`src/cutl_consts.vh`:
```
`ifndef CUTL_CONSTS_VH
`define CUTL_CONSTS_VH

// Register addresses on the microcontroller register port.
`define CUTL_ADDR_OBSERVE 16'h6104
`define CUTL_ADDR_TESTSEL2 16'h6322
`define CUTL_ADDR_AUTOTEST 16'h6326
`define CUTL_ADDR_VERSION 16'h6327
`define CUTL_ADDR_ANALOG 16'h6328

// Reset values.
`define CUTL_RST_OBSERVE 8'h00
`define CUTL_RST_TESTSEL2 8'h00
`define CUTL_RST_AUTOTEST 8'h00
`define CUTL_RST_ANALOG 8'h00

// Field positions.
`define CUTL_OBSERVE_EN_BIT 0
`define CUTL_SEL2_BUS_HI 4
`define CUTL_SEL2_BUS_LO 0
`define CUTL_SEL2_PRBS9_BIT 7
`define CUTL_SEL2_PRBS15_BIT 6
`define CUTL_PROBE_A_HI 7
`define CUTL_PROBE_A_LO 4
`define CUTL_PROBE_B_HI 3
`define CUTL_PROBE_B_LO 0

// Encodings and counts.
`define CUTL_AUTOTEST_ARM 8'h09
`define CUTL_BUSSEL_RX 5'h07
`define CUTL_BUSSEL_CLK 5'h0D
`define CUTL_SIG_BYTES 7'h40

`endif

```
`src/cutl_prbs_gen.v`:
```
`timescale 1ns/1ps
`include "cutl_consts.vh"

module cutl_prbs_gen #(
  parameter LFSR_W = 15
) (
  input wire core_clk,
  input wire sys_rst,
  input wire restart,
  input wire long_mode,
  input wire step,
  output wire bit_out
);

  reg [LFSR_W-1:0] lfsr;
  wire feedback;

  // Short mode taps stages 9 and 5, long mode taps stages 15 and 14.
  assign feedback = long_mode ? (lfsr[14] ^ lfsr[13]) : (lfsr[8] ^ lfsr[4]);
  assign bit_out = long_mode ? lfsr[14] : lfsr[8];

  always @(posedge core_clk) begin
    if (sys_rst || restart) begin
      lfsr <= {LFSR_W{1'b1}};
    end else if (step) begin
      lfsr <= {lfsr[LFSR_W-2:0], feedback};
    end
  end

endmodule

```
`src/cutl_test_logic.v`:
```
`timescale 1ns/1ps
`include "cutl_consts.vh"

// Function
// [RL1] Software soft-resets the unit and clears the buffer with 25 zero bytes first.
// [RL2] Software arms the self-test by writing 09h into the automatic test control register.
// [RL3] After arming, a zero byte and the checksum command start the self-test instead of a CRC.
// [RL4] At the end of the self-test the fixed 64-byte signature stands in the FIFO.
// [RL5] With the observe bit set, six port-3 pads and the reset pad drive bus bits D0 to D6.
// [RL6] With the observe bit set, the interrupt pad carries the unit's 13.56 MHz clock.
// [RL7] The probe bus selector field of the second test selection register picks the bus group.
// [RL8] Selector 07h shows the receiver group of seven signals on the bus.
// [RL9] Selector 0Dh shows the seven clock and oscillator signals on the bus, D6 down to D0.
// [RL10] Each analog probe pin takes the test signal named by its own source select field.
// [RL11] Pseudo-random mode makes a 9-bit or a 15-bit register length sequence as configured.
// [RL12] The stream goes out only after the transmit command, with framing added by the coder.
// [RL13] Software sets up every transmit setting before entering pseudo-random mode.
// [RL14] The soft reset restores every register, keeps the buffer and then idles the command.
// [RL15] Clearing the observe bit returns the pads to their normal port and interrupt use.
// [RL16] Bits 7 to 1 of the observe control register read as zero and ignore writes.
module cutl_test_logic #(
  parameter VERSION_VALUE = 8'h5A // Arbitrary version code, chosen for this block only.
) (
  input wire core_clk,
  input wire sys_rst,
  input wire [15:0] reg_addr,
  input wire [7:0] reg_wdata,
  input wire reg_wr,
  input wire reg_rd,
  output reg [7:0] reg_rdata,
  input wire unit_soft_reset_cmd,
  input wire checksum_compute_cmd,
  input wire transmit_cmd,
  input wire idle_cmd,
  input wire fifo_first_byte_zero,
  output reg fifo_wr,
  output reg [7:0] fifo_wdata,
  output reg self_test_busy,
  output reg self_test_done,
  output reg command_idle,
  input wire [6:0] receiver_group,
  input wire [6:0] clock_group,
  input wire field_carrier_clock,
  input wire [5:0] normal_port3_out,
  input wire [5:0] normal_port3_oe,
  input wire normal_reset_out,
  input wire normal_reset_oe,
  input wire normal_irq_out,
  input wire normal_irq_oe,
  output reg [5:0] port_three_pads_out,
  output reg [5:0] port_three_pads_oe,
  output reg reset_output_pad_out,
  output reg reset_output_pad_oe,
  output reg interrupt_pad_out,
  output reg interrupt_pad_oe,
  output reg [6:0] probe_bus,
  output reg first_analog_probe_pin,
  output reg second_analog_probe_pin,
  input wire prbs_bit_req,
  output reg prbs_tx_active,
  output reg prbs_bit
);

  reg internal_bus_observe_ctrl;
  reg [7:0] test_selection_two;
  reg [7:0] automatic_test_ctrl;
  reg [7:0] analog_probe_ctrl;
  reg [6:0] clk_meta;
  reg [6:0] clk_sync;
  reg carrier_meta;
  reg carrier_sync;
  reg [6:0] sig_idx;
  reg prbs_restart;
  reg [6:0] next_probe_bus;
  reg [15:0] aux_sources;
  wire [4:0] probe_bus_selector;
  wire local_rst;
  wire prbs_enable;
  wire prbs_long;
  wire prbs_gen_bit;

  // The soft reset clears the registers here; the configuration buffer lives elsewhere.
  assign local_rst = sys_rst | unit_soft_reset_cmd; // RL14
  assign probe_bus_selector = test_selection_two[`CUTL_SEL2_BUS_HI:`CUTL_SEL2_BUS_LO];
  assign prbs_long = test_selection_two[`CUTL_SEL2_PRBS15_BIT];
  assign prbs_enable = test_selection_two[`CUTL_SEL2_PRBS9_BIT] | prbs_long; // RL11

  function [7:0] signature_byte;
    input [5:0] idx;
    begin
      case (idx)
        6'd0: signature_byte = 8'h00;
        6'd1: signature_byte = 8'hAA;
        6'd2: signature_byte = 8'hE3;
        6'd3: signature_byte = 8'h29;
        6'd4: signature_byte = 8'h0C;
        6'd5: signature_byte = 8'h10;
        6'd6: signature_byte = 8'h29;
        6'd7: signature_byte = 8'h6B;
        6'd8: signature_byte = 8'h76;
        6'd9: signature_byte = 8'h8D;
        6'd10: signature_byte = 8'hAF;
        6'd11: signature_byte = 8'h4B;
        6'd12: signature_byte = 8'hA2;
        6'd13: signature_byte = 8'hDA;
        6'd14: signature_byte = 8'h76;
        6'd15: signature_byte = 8'h99;
        6'd16: signature_byte = 8'hC7;
        6'd17: signature_byte = 8'h5E;
        6'd18: signature_byte = 8'h24;
        6'd19: signature_byte = 8'h69;
        6'd20: signature_byte = 8'hD2;
        6'd21: signature_byte = 8'hBA;
        6'd22: signature_byte = 8'hFA;
        6'd23: signature_byte = 8'hBC;
        6'd24: signature_byte = 8'h3E;
        6'd25: signature_byte = 8'hDA;
        6'd26: signature_byte = 8'h96;
        6'd27: signature_byte = 8'hB5;
        6'd28: signature_byte = 8'hF5;
        6'd29: signature_byte = 8'h94;
        6'd30: signature_byte = 8'hB0;
        6'd31: signature_byte = 8'h3A;
        6'd32: signature_byte = 8'h4E;
        6'd33: signature_byte = 8'hC3;
        6'd34: signature_byte = 8'h9D;
        6'd35: signature_byte = 8'h94;
        6'd36: signature_byte = 8'h76;
        6'd37: signature_byte = 8'h4C;
        6'd38: signature_byte = 8'hEA;
        6'd39: signature_byte = 8'h5E;
        6'd40: signature_byte = 8'h38;
        6'd41: signature_byte = 8'h10;
        6'd42: signature_byte = 8'h8F;
        6'd43: signature_byte = 8'h2D;
        6'd44: signature_byte = 8'h21;
        6'd45: signature_byte = 8'h4B;
        6'd46: signature_byte = 8'h52;
        6'd47: signature_byte = 8'hBF;
        6'd48: signature_byte = 8'hFB;
        6'd49: signature_byte = 8'hF4;
        6'd50: signature_byte = 8'h19;
        6'd51: signature_byte = 8'h94;
        6'd52: signature_byte = 8'h82;
        6'd53: signature_byte = 8'h5A;
        6'd54: signature_byte = 8'h72;
        6'd55: signature_byte = 8'h9D;
        6'd56: signature_byte = 8'hBA;
        6'd57: signature_byte = 8'h0D;
        6'd58: signature_byte = 8'h1F;
        6'd59: signature_byte = 8'h17;
        6'd60: signature_byte = 8'h56;
        6'd61: signature_byte = 8'h22;
        6'd62: signature_byte = 8'hB9;
        default: signature_byte = 8'h08;
      endcase
    end
  endfunction

  // Register writes.
  always @(posedge core_clk) begin
    if (local_rst) begin
      internal_bus_observe_ctrl <= 1'b0;
      test_selection_two <= `CUTL_RST_TESTSEL2;
      automatic_test_ctrl <= `CUTL_RST_AUTOTEST;
      analog_probe_ctrl <= `CUTL_RST_ANALOG;
    end else if (reg_wr) begin
      case (reg_addr)
        `CUTL_ADDR_OBSERVE: begin
          internal_bus_observe_ctrl <= reg_wdata[`CUTL_OBSERVE_EN_BIT]; // RL16
        end
        `CUTL_ADDR_TESTSEL2: begin
          test_selection_two <= reg_wdata;
        end
        `CUTL_ADDR_AUTOTEST: begin
          automatic_test_ctrl <= reg_wdata; // RL2
        end
        `CUTL_ADDR_ANALOG: begin
          analog_probe_ctrl <= reg_wdata;
        end
        default: begin
        end
      endcase
    end
  end

  // Register reads, one cycle after the strobe; unmapped addresses read zero.
  always @(posedge core_clk) begin
    if (sys_rst) begin
      reg_rdata <= 8'h00;
    end else if (reg_rd) begin
      case (reg_addr)
        `CUTL_ADDR_OBSERVE: reg_rdata <= {7'h00, internal_bus_observe_ctrl}; // RL16
        `CUTL_ADDR_TESTSEL2: reg_rdata <= test_selection_two;
        `CUTL_ADDR_AUTOTEST: reg_rdata <= automatic_test_ctrl;
        `CUTL_ADDR_VERSION: reg_rdata <= VERSION_VALUE;
        `CUTL_ADDR_ANALOG: reg_rdata <= analog_probe_ctrl;
        default: reg_rdata <= 8'h00;
      endcase
    end
  end

  // Self-test engine: one signature byte per cycle into the FIFO.
  always @(posedge core_clk) begin
    if (local_rst) begin
      self_test_busy <= 1'b0;
      self_test_done <= 1'b0;
      fifo_wr <= 1'b0;
      fifo_wdata <= 8'h00;
      sig_idx <= 7'h00;
    end else begin
      self_test_done <= 1'b0;
      fifo_wr <= 1'b0;
      if (!self_test_busy) begin
        // RL3
        if (checksum_compute_cmd && automatic_test_ctrl == `CUTL_AUTOTEST_ARM
            && fifo_first_byte_zero) begin
          self_test_busy <= 1'b1;
          sig_idx <= 7'h00;
        end
      end else if (idle_cmd) begin
        self_test_busy <= 1'b0;
      end else if (sig_idx == `CUTL_SIG_BYTES) begin
        self_test_busy <= 1'b0;
        self_test_done <= 1'b1;
      end else begin
        fifo_wr <= 1'b1;
        fifo_wdata <= signature_byte(sig_idx[5:0]); // RL4
        sig_idx <= sig_idx + 7'h01;
      end
    end
  end

  // The idle report follows the soft reset by one cycle.
  always @(posedge core_clk) begin
    if (sys_rst) begin
      command_idle <= 1'b0;
    end else begin
      command_idle <= unit_soft_reset_cmd; // RL14
    end
  end

  // Clock-group signals come from other clock domains and are synchronised first.
  always @(posedge core_clk) begin
    if (sys_rst) begin
      clk_meta <= 7'h00;
      clk_sync <= 7'h00;
      carrier_meta <= 1'b0;
      carrier_sync <= 1'b0;
    end else begin
      clk_meta <= clock_group;
      clk_sync <= clk_meta;
      carrier_meta <= field_carrier_clock;
      carrier_sync <= carrier_meta;
    end
  end

  always @* begin
    case (probe_bus_selector) // RL7
      `CUTL_BUSSEL_RX: next_probe_bus = receiver_group; // RL8
      `CUTL_BUSSEL_CLK: next_probe_bus = clk_sync; // RL9
      default: next_probe_bus = 7'h00;
    endcase
    aux_sources = {9'h000, probe_bus};
  end

  // Pads and probe outputs; sampled at 250 MHz, so fast clocks show with jitter.
  always @(posedge core_clk) begin
    if (local_rst) begin
      probe_bus <= 7'h00;
      port_three_pads_out <= 6'h00;
      port_three_pads_oe <= 6'h00;
      reset_output_pad_out <= 1'b0;
      reset_output_pad_oe <= 1'b0;
      interrupt_pad_out <= 1'b0;
      interrupt_pad_oe <= 1'b0;
      first_analog_probe_pin <= 1'b0;
      second_analog_probe_pin <= 1'b0;
    end else begin
      probe_bus <= next_probe_bus;
      first_analog_probe_pin <=
          aux_sources[analog_probe_ctrl[`CUTL_PROBE_A_HI:`CUTL_PROBE_A_LO]]; // RL10
      second_analog_probe_pin <=
          aux_sources[analog_probe_ctrl[`CUTL_PROBE_B_HI:`CUTL_PROBE_B_LO]]; // RL10
      if (internal_bus_observe_ctrl) begin
        port_three_pads_out <= next_probe_bus[5:0]; // RL5
        port_three_pads_oe <= 6'h3F;
        reset_output_pad_out <= next_probe_bus[6]; // RL5
        reset_output_pad_oe <= 1'b1;
        interrupt_pad_out <= carrier_sync; // RL6
        interrupt_pad_oe <= 1'b1;
      end else begin
        port_three_pads_out <= normal_port3_out; // RL15
        port_three_pads_oe <= normal_port3_oe;
        reset_output_pad_out <= normal_reset_out;
        reset_output_pad_oe <= normal_reset_oe;
        interrupt_pad_out <= normal_irq_out;
        interrupt_pad_oe <= normal_irq_oe;
      end
    end
  end

  // Pseudo-random transmit: the stream runs only after the transmit command.
  always @(posedge core_clk) begin
    if (local_rst) begin
      prbs_tx_active <= 1'b0;
      prbs_bit <= 1'b0;
      prbs_restart <= 1'b1;
    end else begin
      prbs_restart <= 1'b0;
      if (!prbs_enable || idle_cmd) begin
        prbs_tx_active <= 1'b0;
        prbs_restart <= 1'b1;
      end else if (transmit_cmd) begin
        prbs_tx_active <= 1'b1; // RL12
      end
      if (prbs_tx_active && prbs_bit_req) begin
        prbs_bit <= prbs_gen_bit; // RL11
      end
    end
  end

  cutl_prbs_gen #(
    .LFSR_W(15)
  ) u_prbs (
    .core_clk(core_clk),
    .sys_rst(sys_rst),
    .restart(prbs_restart),
    .long_mode(prbs_long),
    .step(prbs_tx_active & prbs_bit_req),
    .bit_out(prbs_gen_bit)
  );

endmodule

```
`config.mk`:
```
export PLATFORM = sky130hd
export DESIGN_NAME = cutl_test_logic
export DESIGN_NICKNAME = d
export VERILOG_FILES = /design/src/cutl_prbs_gen.v /design/src/cutl_test_logic.v
export VERILOG_INCLUDE_DIRS = /design/src
export SDC_FILE = /design/constraint.sdc
export NUM_CORES = 1
export LEC_CHECK = 0
export ABC_CLOCK_PERIOD_IN_PS = 3200
export BUFFER_PORTS_ARGS = -buffer_cell sky130_fd_sc_hd__clkbuf_2
export CAP_MARGIN = 40
export CELL_PAD_IN_SITES_DETAIL_PLACEMENT = 1
export CELL_PAD_IN_SITES_GLOBAL_PLACEMENT = 1
export CORE_AREA = 2 2 134 97
export CTS_CLUSTER_DIAMETER = 80
export DETAILED_ROUTE_END_ITERATION = 10
export DIE_AREA = 0 0 136 99
export PLACE_DENSITY = 0.87
export SLEW_MARGIN = 5
export SYNTH_ARGS = -nofsm -noshare
export SYNTH_HDL_FRONTEND = slang
export SYNTH_SLANG_ARGS = --single-unit
```
`constraint.sdc`:
```
create_clock -name core_clk -period 3.2 [get_ports core_clk]
set_input_delay 0 -clock core_clk [delete_from_list [all_inputs] [get_ports core_clk]]
set_output_delay 0 -clock core_clk [all_outputs]
set_load 0.02 [all_outputs]
```
# Word level (Yosys, flattened, before mapping)
# Memories as Yosys holds them, arrays and structs flattened. A register that Yosys moved wholly into a read port is not among the register bits.
# Cells that the tools add are included.
# Widths: inputs -> output; s select.
# word_totals
reg_bits	103
mem_bits_ro	512
inputBits	65
output_inout_bits	47
word_cells	90
n_memories	1
# classes
n_addsub	1
magnitude_cmp	2
eq_ne	11
muxes	24
n_bitwise	8
reduce_logical	16
# mem_list
name	words	word_bits	read_ports	rd_ports_with_merged_regs	write_ports	line_no	text
(no name shown)	64	8	1	1	0	cutl_test_logic.v:91	case (idx)
# op_table
op	n
$eq 16x15->1 const B	5
$pmux 8 s5	1
$mux 7	4
$mux 1	14
$pmux 7 s2	1
$mux 6	2
$lt 4x5->1 const B	2
$bmux 1 s4	2
$eq 8x4->1 const B	1
$reduce_and 2->1	4
$add 7x1->7 const B	1
$eq 7x7->1 const B	1
$reduce_and 3->1	2
$eq 5x3->1 const B	1
$eq 5x4->1 const B	1
$ne 2x2->1 const B	2
$reduce_or 2->1	2
$logic_and 1x1->1	3
$not 1->1	3
$reduce_or 3->1	1
$logic_or 1x1->1	2
$or 1x1->1	2
$reduce_bool 2->1	1
$xor 1x1->1	2
2 further kinds	2

# Logic depth before layout (Yosys ltp)
# Gate-level depths: netlist of run 1.
# logic_depth
ltp_word	5
mapped_depth	9
mapped_depth_nobuf	7

# Hierarchy
# Synthesis of run 1 repeated with hierarchy kept, for this count alone.
# hier_totals
hier_cells	605
area_unflattened_um2	5376.4
# modules_own_cells
module	instances	cells_each	area_per_inst_um2	seq_area_each_um2
cutl_test_logic	1	551	4787.1	1921.8
cutl_prbs_gen	1	54	589.3	300.3

# Worst setup path before layout of run 1
# Ideal clock, no wire load.
# synth_path
path_kind	register -> register
from	register sig_idx[1]
to	register sig_idx[4]
setup_ns	0.071
t_arrival_ns	2.107
t_required_ns	3.129
path_slack_ns	1.021
stages_incl_launch_ff	9
n_path_buf	1
period_less_slack_ns	2.179
cell_sequence	dfxtp_1 inv_1 ha_1 and4bb_1 a21o_1 and2_4 buf_6 or3_1 a21oi_1
# synth_between
elab_chain_cells	4
elab_cells_between_ends	7
cone_classes	add/sub (1); eq/ne (2); mux (3); reduce/logical (1)
# synth_lines
element	line_no	text
start, declared	cutl_test_logic.v:72	reg [6:0] sig_idx;
start signal, assigned	cutl_test_logic.v:229	sig_idx <= sig_idx + 7'h01;
$add 7x1->7	cutl_test_logic.v:229	
$mux 7	cutl_test_logic.v:223	end else if (sig_idx == `CUTL_SIG_BYTES) begin
$mux 7	cutl_test_logic.v:221	end else if (idle_cmd) begin
$mux 7	cutl_test_logic.v:214	if (!self_test_busy) begin
# Parallel ways exist; a longest one is shown, timed or not. The select of a mux whose other input is x is not followed.
# A chain may end at the register's enable or synchronous reset.

# Worst setup path after layout of run 1
# layout_path
from	register sig_idx[0]
to	register sig_idx[4]
# Same word-level chain as after synthesis.

==> metrics.md, run 1 <==
| Metric | Value |
|---|---|
| Grt ovf | 0 |
| Syn avg cell area | roughly 8.7 um2 |
| 1st-iter DRT viols | 490 |
| Min Hold Slack | around 0.05 ns |
| F_max | 361.5 MHz |
| Vias per cell | between 5 and 6 |
| Psw | approximately 0.00074 W |
| Hold path startpoint | reg_rd |
| Vias | between 5000 and 6000 |
| Synth top area cells | dfxtp_1, nor2_1, mux2i_1, nand2_1, mux4_2 |
| Crit Path Max Fanout | 14 |
| GPL Wtd Cong | 0.9084 |
| Setup TNS | 0 ns |
| Tot GR Track Use | ~30% |
| Met3 wire length | approximately 1100 um |
| Synthesized area | approximately 5200 um2 |
| Hold depth | 4 |
| Leakage | 2.621 nW |
| Crit. End Element | register |
| Initial core utilization | 42.85% |
| Post-synthesis register bit count | 111 |
| Synth area leader | dfxtp_1 |
| Layout area overhead | 26.21% |
| Root Buffer Master | clkbuf_16 |
| Max-Cap Viols | 0 |
| Fin. Hold Viols | 0 |
| Hold_buf cts | between 40 and 50 |
| Final Net Count | about 800 |
| Largest net degree at the start of global routing | slightly above 50 |
| Rel. slew slack | between 40 and 50% |
| Die ar. | approximately 13000 um2 |
| Combinational share of power | about 6% |
| CTS Sinks | ~110 |
| Hold Crit Class | primary input to register |
| Net Sw Frac | between 20% and 30% |
| Clock Tree Buf Depth | 2 |
| Period minus WS final | 2.766 ns |
| Primary FF master, synth | dfxtp_1 |
| Vias in the first global route | approximately 5400 |
| Synth top area share | 42.62% |
| CTS buffer count | 9 |
| Setup WS post-layout | around 0.43 ns |
| Initial antenna violation count | 1 |
| Rows | 34 |
| Worst slew pin tran | approximately 0.76 ns |
| Final setup violation count | 0 |
| Yosys warns | 0 |
| FFs w/ async S/R, synth | 0% |
| CTS tree | done |
| Sequential fraction of the synthesis area | between 40% and 50% |
| CTS resizes | 0 |
| Share of cells above drive strength 1 | about a fifth |
| Cells after synthesis | ~600 |
| DRT antenna net count | 0 |
| Die Ht | approximately 100 um |
| Final WL | roughly 19000 um |
| Status | complete, no violations |
| Die Wd | 136 um |
| Crit Path Class | register to register |
| Wire per inst | 21.57 um |
| Hold Path Sink | reg_rdata[6]$_SDFFE_PP0P_ |
| Clock power share | between 40% and 50% |
| Unrepaired setup endpoints after global routing | false |
| Power Dens Cells | 426.1 nW/um2 |
| CTS clk-pin slew, worst paths | ~0.09 ns |
| Arr. time, crit path | just over 3 ns |
| Post-synth EDFFs | 0 |
| Highest routed layer | met4 |
| Post-synth net total | between 600 and 700 |
| I/O pins | roughly 110 |
| Place WS | 0.5937 ns |
| Port Buf Inserts | between 100 and 150 |
| Fin crit share | between 80 and 90% |
| Reg power frac | between 50% and 60% |
| Unique masters post-synth | 61 |
| Largest vdd supply drop | 326.4 uV |
| Post-CTS setup buffers | 0 |
| Most frequent cells in the layout | dfxtp_1, clkbuf_2, nor2_1 |
| Reg2Reg Setup Slack | between 0.4 and 0.5 ns |
| DP HPWL | 12120 um |
| Core Footprint | 12170 um2 |
| Post-Route M1 WL | approximately 8300 um |
| Worst Setup Start Kind | register |
| CP required | about 3.5 ns |
| Metal2 WL | 9248 um |
| DRT Pass-1 Iters | 5 |
| Internal Power | 0.002063 W |
| DR DRC count | 0 |
| FILL cells | ~1500 |
| Worst-Skew Late Latency | ~0.37 ns |
| R2r startpoint | sig_idx[0]$_SDFFE_PP0P_ |
| Max H-tree Level | 3 |
| R2R cell count | 7 |
| Skew final | 0.01452 ns |
| RR Endpoint | sig_idx[4]$_SDFFE_PP0P_ |
| Global-route wire length before repair | 30240 um |
| Final Max Tran Viols | 0 |
## worst max-delay path by stage
stage / from / endpoint / cells after the start
4_1_cts: sig_idx[0]$_SDFFE_PP0P_ / sig_idx[4]$_SDFFE_PP0P_ / 7
6_report: sig_idx[0]$_SDFFE_PP0P_ / sig_idx[4]$_SDFFE_PP0P_ / 7
5_1_grt: sig_idx[0]$_SDFFE_PP0P_ / sig_idx[4]$_SDFFE_PP0P_ / 7
3_3_place_gp: sig_idx[0]$_SDFFE_PP0P_ / sig_idx[4]$_SDFFE_PP0P_ / 7
2_1_floorplan: sig_idx[1]$_SDFFE_PP0P_ / sig_idx[4]$_SDFFE_PP0P_ / 8
3_5_place_dp: sig_idx[0]$_SDFFE_PP0P_ / sig_idx[3]$_SDFFE_PP0P_ / 7
## critical path, stage by stage (launching register included)
cell	delay [ns]
dfxtp_1	0.63
inv_1	0.29
ha_1	0.38
and4bb_1	0.26
a21o_1	0.37
and2_4	0.26
or3_1	0.35
a21oi_1	0.15
## registers in the layout, summed over array words and instances (netlist names), 8 cells and up
register	flops
reg_rdata	8
automatic_test_ctrl	8
test_selection_two	8
u_prbs.lfsr	15
fifo_wdata	8
analog_probe_ctrl	8
## metrics by stage
| step | instances | area [um2] | total power [W] | util (%) |
|---|---|---|---|---|
| finish | 897 | 6580 | 0.002804 | 54.08 |
| floorplan | 598 | 5214 | 0.001485 | - |
| global placement | 836 | 5826 | 0.001550 | 47.88 |
| detailed placement | 838 | 5836 | 0.001556 | 47.96 |
| global route | 897 | 6580 | 0.002878 | 54.08 |
| CTS | 895 | 6570 | 0.002782 | 54.00 |
## cell type report
type / instances / area [um2] / share of cell area (%)
clock inverter: 7 / 98.84 / 1.502
sequential: 111 / 2222 / 33.77
antenna: 1 / 2.502 / 0.03803
inverter: 11 / 41.29 / 0.6275
tap: 162 / 202.7 / 3.080
timing repair buffer: 163 / 1044 / 15.86
multi-input combinational: 433 / 2744 / 41.70
clock buffer: 9 / 225.2 / 3.423
## cells in the mapped netlist, types with 4 or more instances
master	count
nand3_1	30
o21ai_1	4
a22oi_1	11
mux4_2	7
nor2b_1	22
nand2b_1	5
inv_1	11
ha_1	10
clkbuf_1	22
and2_1	4
buf_2	12
a21oi_1	23
nor3b_1	5
a221oi_1	5
nand2_1	60
o21ai_0	23
nor2_1	89
buf_4	4
nor3_1	6
a211oi_1	16
mux2i_1	33
and3_1	5
o22ai_1	4
xnor2_1	5
o211ai_1	8
dfxtp_1	111
o31ai_1	5
nand3b_1	5
## kinds of logic (layout without fill, tap and decap cells)
group	after synthesis	after routing	synth area share (%)
AND/OR/NAND/NOR	252	252	23.66
AO/OA/AOI/OAI	124	124	16.03
flip-flops	111	111	42.62
buffers and inverters	54	190	4.752
multiplexers	40	40	9.359
adder cells (fa/ha/maj)	10	10	2.400
XOR/XNOR	7	7	1.176
other	0	1	0
## power by group through the flow
stage / Combinational, W / Clock, W / Sequential, W
detailed placement: 0.000121 / 0 / 0.00144
CTS: 0.000162 / 0.00122 / 0.00140
global route: 0.000183 / 0.00129 / 0.00141
finish: 0.000170 / 0.00123 / 0.00141
floorplan: 0.0000399 / 0 / 0.00145
global placement: 0.000115 / 0 / 0.00143
## metal layers
layer	vias to the layer above	track usage (%)
met1	2547	37.06
met2	211	49.25
li1	2365	-
met5	-	0
met4	0	10.74
met3	47	6.327
Power figures use the tool's default switching activity.
==> inputs of run 2 (changes only) <==
Settings changed: CORE_AREA 2 2 134 97 to 2 2 92 139, DIE_AREA 0 0 136 99 to 0 0 94 141.
==> run 2 against run 1 <==
Power is 0.45% higher. Die area is 1.6% lower. Combinational power is 2% lower. Non-clock buffer count is 3 lower. Register-to-register slack better by 0.47 ns. Via count is 3.1% lower. Clock power hardly changed. Count of clock-buffer cells in the layout stayed put. Setup slack better by 0.47 ns. Critical path depth is 2 higher.
==> metrics.md, run 2 (synthesis gave the netlist of run 1 again) <==
| Metric | Value |
|---|---|
| CP required | between 3 and 4 ns |
| Tot GR Track Use | 26.91% |
| Root Buffer Master | clkbuf_16 |
| DRT antenna net count | 0 |
| Final Max Tran Viols | 0 |
| CTS buffer count | 9 |
| Crit. End Element | register |
| Arr. time, crit path | around 2.6 ns |
| Post-route cell area | 6559 um2 |
| Worst-Skew Late Latency | 0.36 ns |
| Core Footprint | 12200 um2 |
| DR DRC count | 0 |
| Rows | 50 |
| F_max | 435.5 MHz |
| Non-Filler Instances | slightly below 900 |
| Period minus WS final | ~2.3 ns |
| Placed Instances | ~830 |
| Layout area overhead | 25.80% |
| Final Net Count | approximately 800 |
| Power Dens Cells | roughly 430 nW/um2 |
| CTS Sinks | around 110 |
| Worst slew pin tran | 0.8806 ns |
| GPL Wtd Cong | 0.9080 |
| Final WL | 17340 um |
| Port Buf Inserts | 111 |
| FILL cells | around 1500 |
| Wire per inst | approximately 20 um |
| Die Ht | about 140 um |
| Worst Setup SP | sig_idx[0]$_SDFFE_PP0P_ |
| Global-route wire length before repair | between 20000 and 30000 um |
| Initial core utilization | a little over two fifths |
| Crit Path Class | register to register |
| Fin. Hold Viols | 0 |
| Max-Cap Viols | 0 |
| DP HPWL | about 12000 um |
| Worst Setup Start Kind | register |
| Final setup violation count | 0 |
| Max H-tree Level | 3 |
| Skew final | ~0.013 ns |
| Hold Crit Class | primary input to register |
| Max FFs per register | 15 |
| Setup TNS | 0 ns |
| CTS tree | done |
| Grt ovf | 0 |
| Status | complete, no violations |
| Fin crit share | between 70 and 80% |
| DRT Pass-1 Iters | 4 |
| R2r startpoint | sig_idx[0]$_SDFFE_PP0P_ |
| Die ar. | around 13000 um2 |
| Vias | about 5000 |
| Vias in the first global route | 5409 |
| Post-DP Area | between 5000 and 6000 um2 |
| 1st-iter DRT viols | between 150 and 200 |
| Crit Path Max Fanout | 14 |
| Total design power | about 0.0028 W |
| Post-CTS setup buffers | 0 |
| Antenna Cells | 0 |
| Clock Tree Buf Depth | 2 |
| Share of cells above drive strength 1 | between 20% and 30% |
| Hold path startpoint | idle_cmd |
| Initial antenna violation count | 0 |
| Unrepaired setup endpoints after global routing | false |
| Largest net degree at the start of global routing | between 40 and 50 |
| Vias per cell | 5.646 |
| I/O pins | 112 |
| Die Wd | between 90 and 100 um |
| CTS clk-pin slew, worst paths | approximately 0.080 ns |
| Most frequent cells in the layout | dfxtp_1, clkbuf_2, nor2_1 |
| Rel. slew slack | around two fifths |
| Leakage | between 2 and 3 nW |
| Reg with most FFs | u_prbs.lfsr |
| Largest vdd supply drop | 300.2 uV |
-- run 2: changes by cell type in the layout (fill, tap and decap cells not counted), sizes merged --
cell / previous run / this run
inv: 16 / 14
bufinv: 0 / 1
buf: 11 / 9
dlygate4sd3: 41 / 40
clkinv: 2 / 3
diode: 1 / 0
-- run 2: path summary, 6_finish.rpt --
check	to	slack, ns	cells past startpoint
max	sig_idx[5]$_SDFFE_PP0P_	0.90	9
min	prbs_restart$_SDFF_PP1_	0.01	3
max reg2reg	sig_idx[5]$_SDFFE_PP0P_	0.90	9
min reg2reg	reg_rdata[1]$_SDFFE_PP0P_	0.45	2
-- run 2: report_power, final --
group / internal (W) / total, W / leakage [nW] / switching [W]
clock network: 0.000642 / 0.00125 / 0.161 / 0.000605
logic: 0.0000826 / 0.000166 / 1.55 / 0.0000833
registers: 0.00140 / 0.00140 / 0.901 / 0.00000586
-- run 2: stage by stage --
stage	setup slack, ns	utilization (%)	hold slack (ns)
after detailed placement	0.9407	47.75	0.2119
after global placement	0.9870	47.75	0.2065
after floorplan	1.021	-	0.1158
after global routing	0.7255	53.76	0.003402
after CTS	0.9104	53.76	0.006971
final	0.9040	53.76	0.01020
-- run 2: area by class of cell --
cell class / count / area, um2 / share of cell area (%)
clock buffers: 9 / 225.2 / 3.434
clock inverters: 7 / 107.6 / 1.641
inverters: 11 / 41.29 / 0.6295
multi-input cells: 433 / 2744 / 41.84
flip-flops and latches: 111 / 2222 / 33.88
well taps: 156 / 195.2 / 2.976
repair buffers: 160 / 1023 / 15.60
-- run 2: repair_timing --
action / 4_1_cts / 5_1_grt
resized for setup: 0 / 0
hold endpoints to repair: 56 / 0
hold buffers: 40 / 0
-- run 2: metal layers --
metal  share of wire [%]  up-vias  track usage, %
li1                    -     2370               -
met1                  39     2458           31.23
met2                  54      140           48.20
met3                 4.2       40           4.917
met4                 2.8        0           10.53
met5                   0        -               0
-- run 2: critical path, cell delays in order (launching register included) --
cell      delay, ns
dfxtp_1        0.32
buf_4          0.18
inv_1          0.15
ha_1           0.32
and4bb_1       0.25
a21o_1         0.28
buf_4          0.21
a211oi_1       0.27
xnor2_1        0.16
nor2_1         0.05
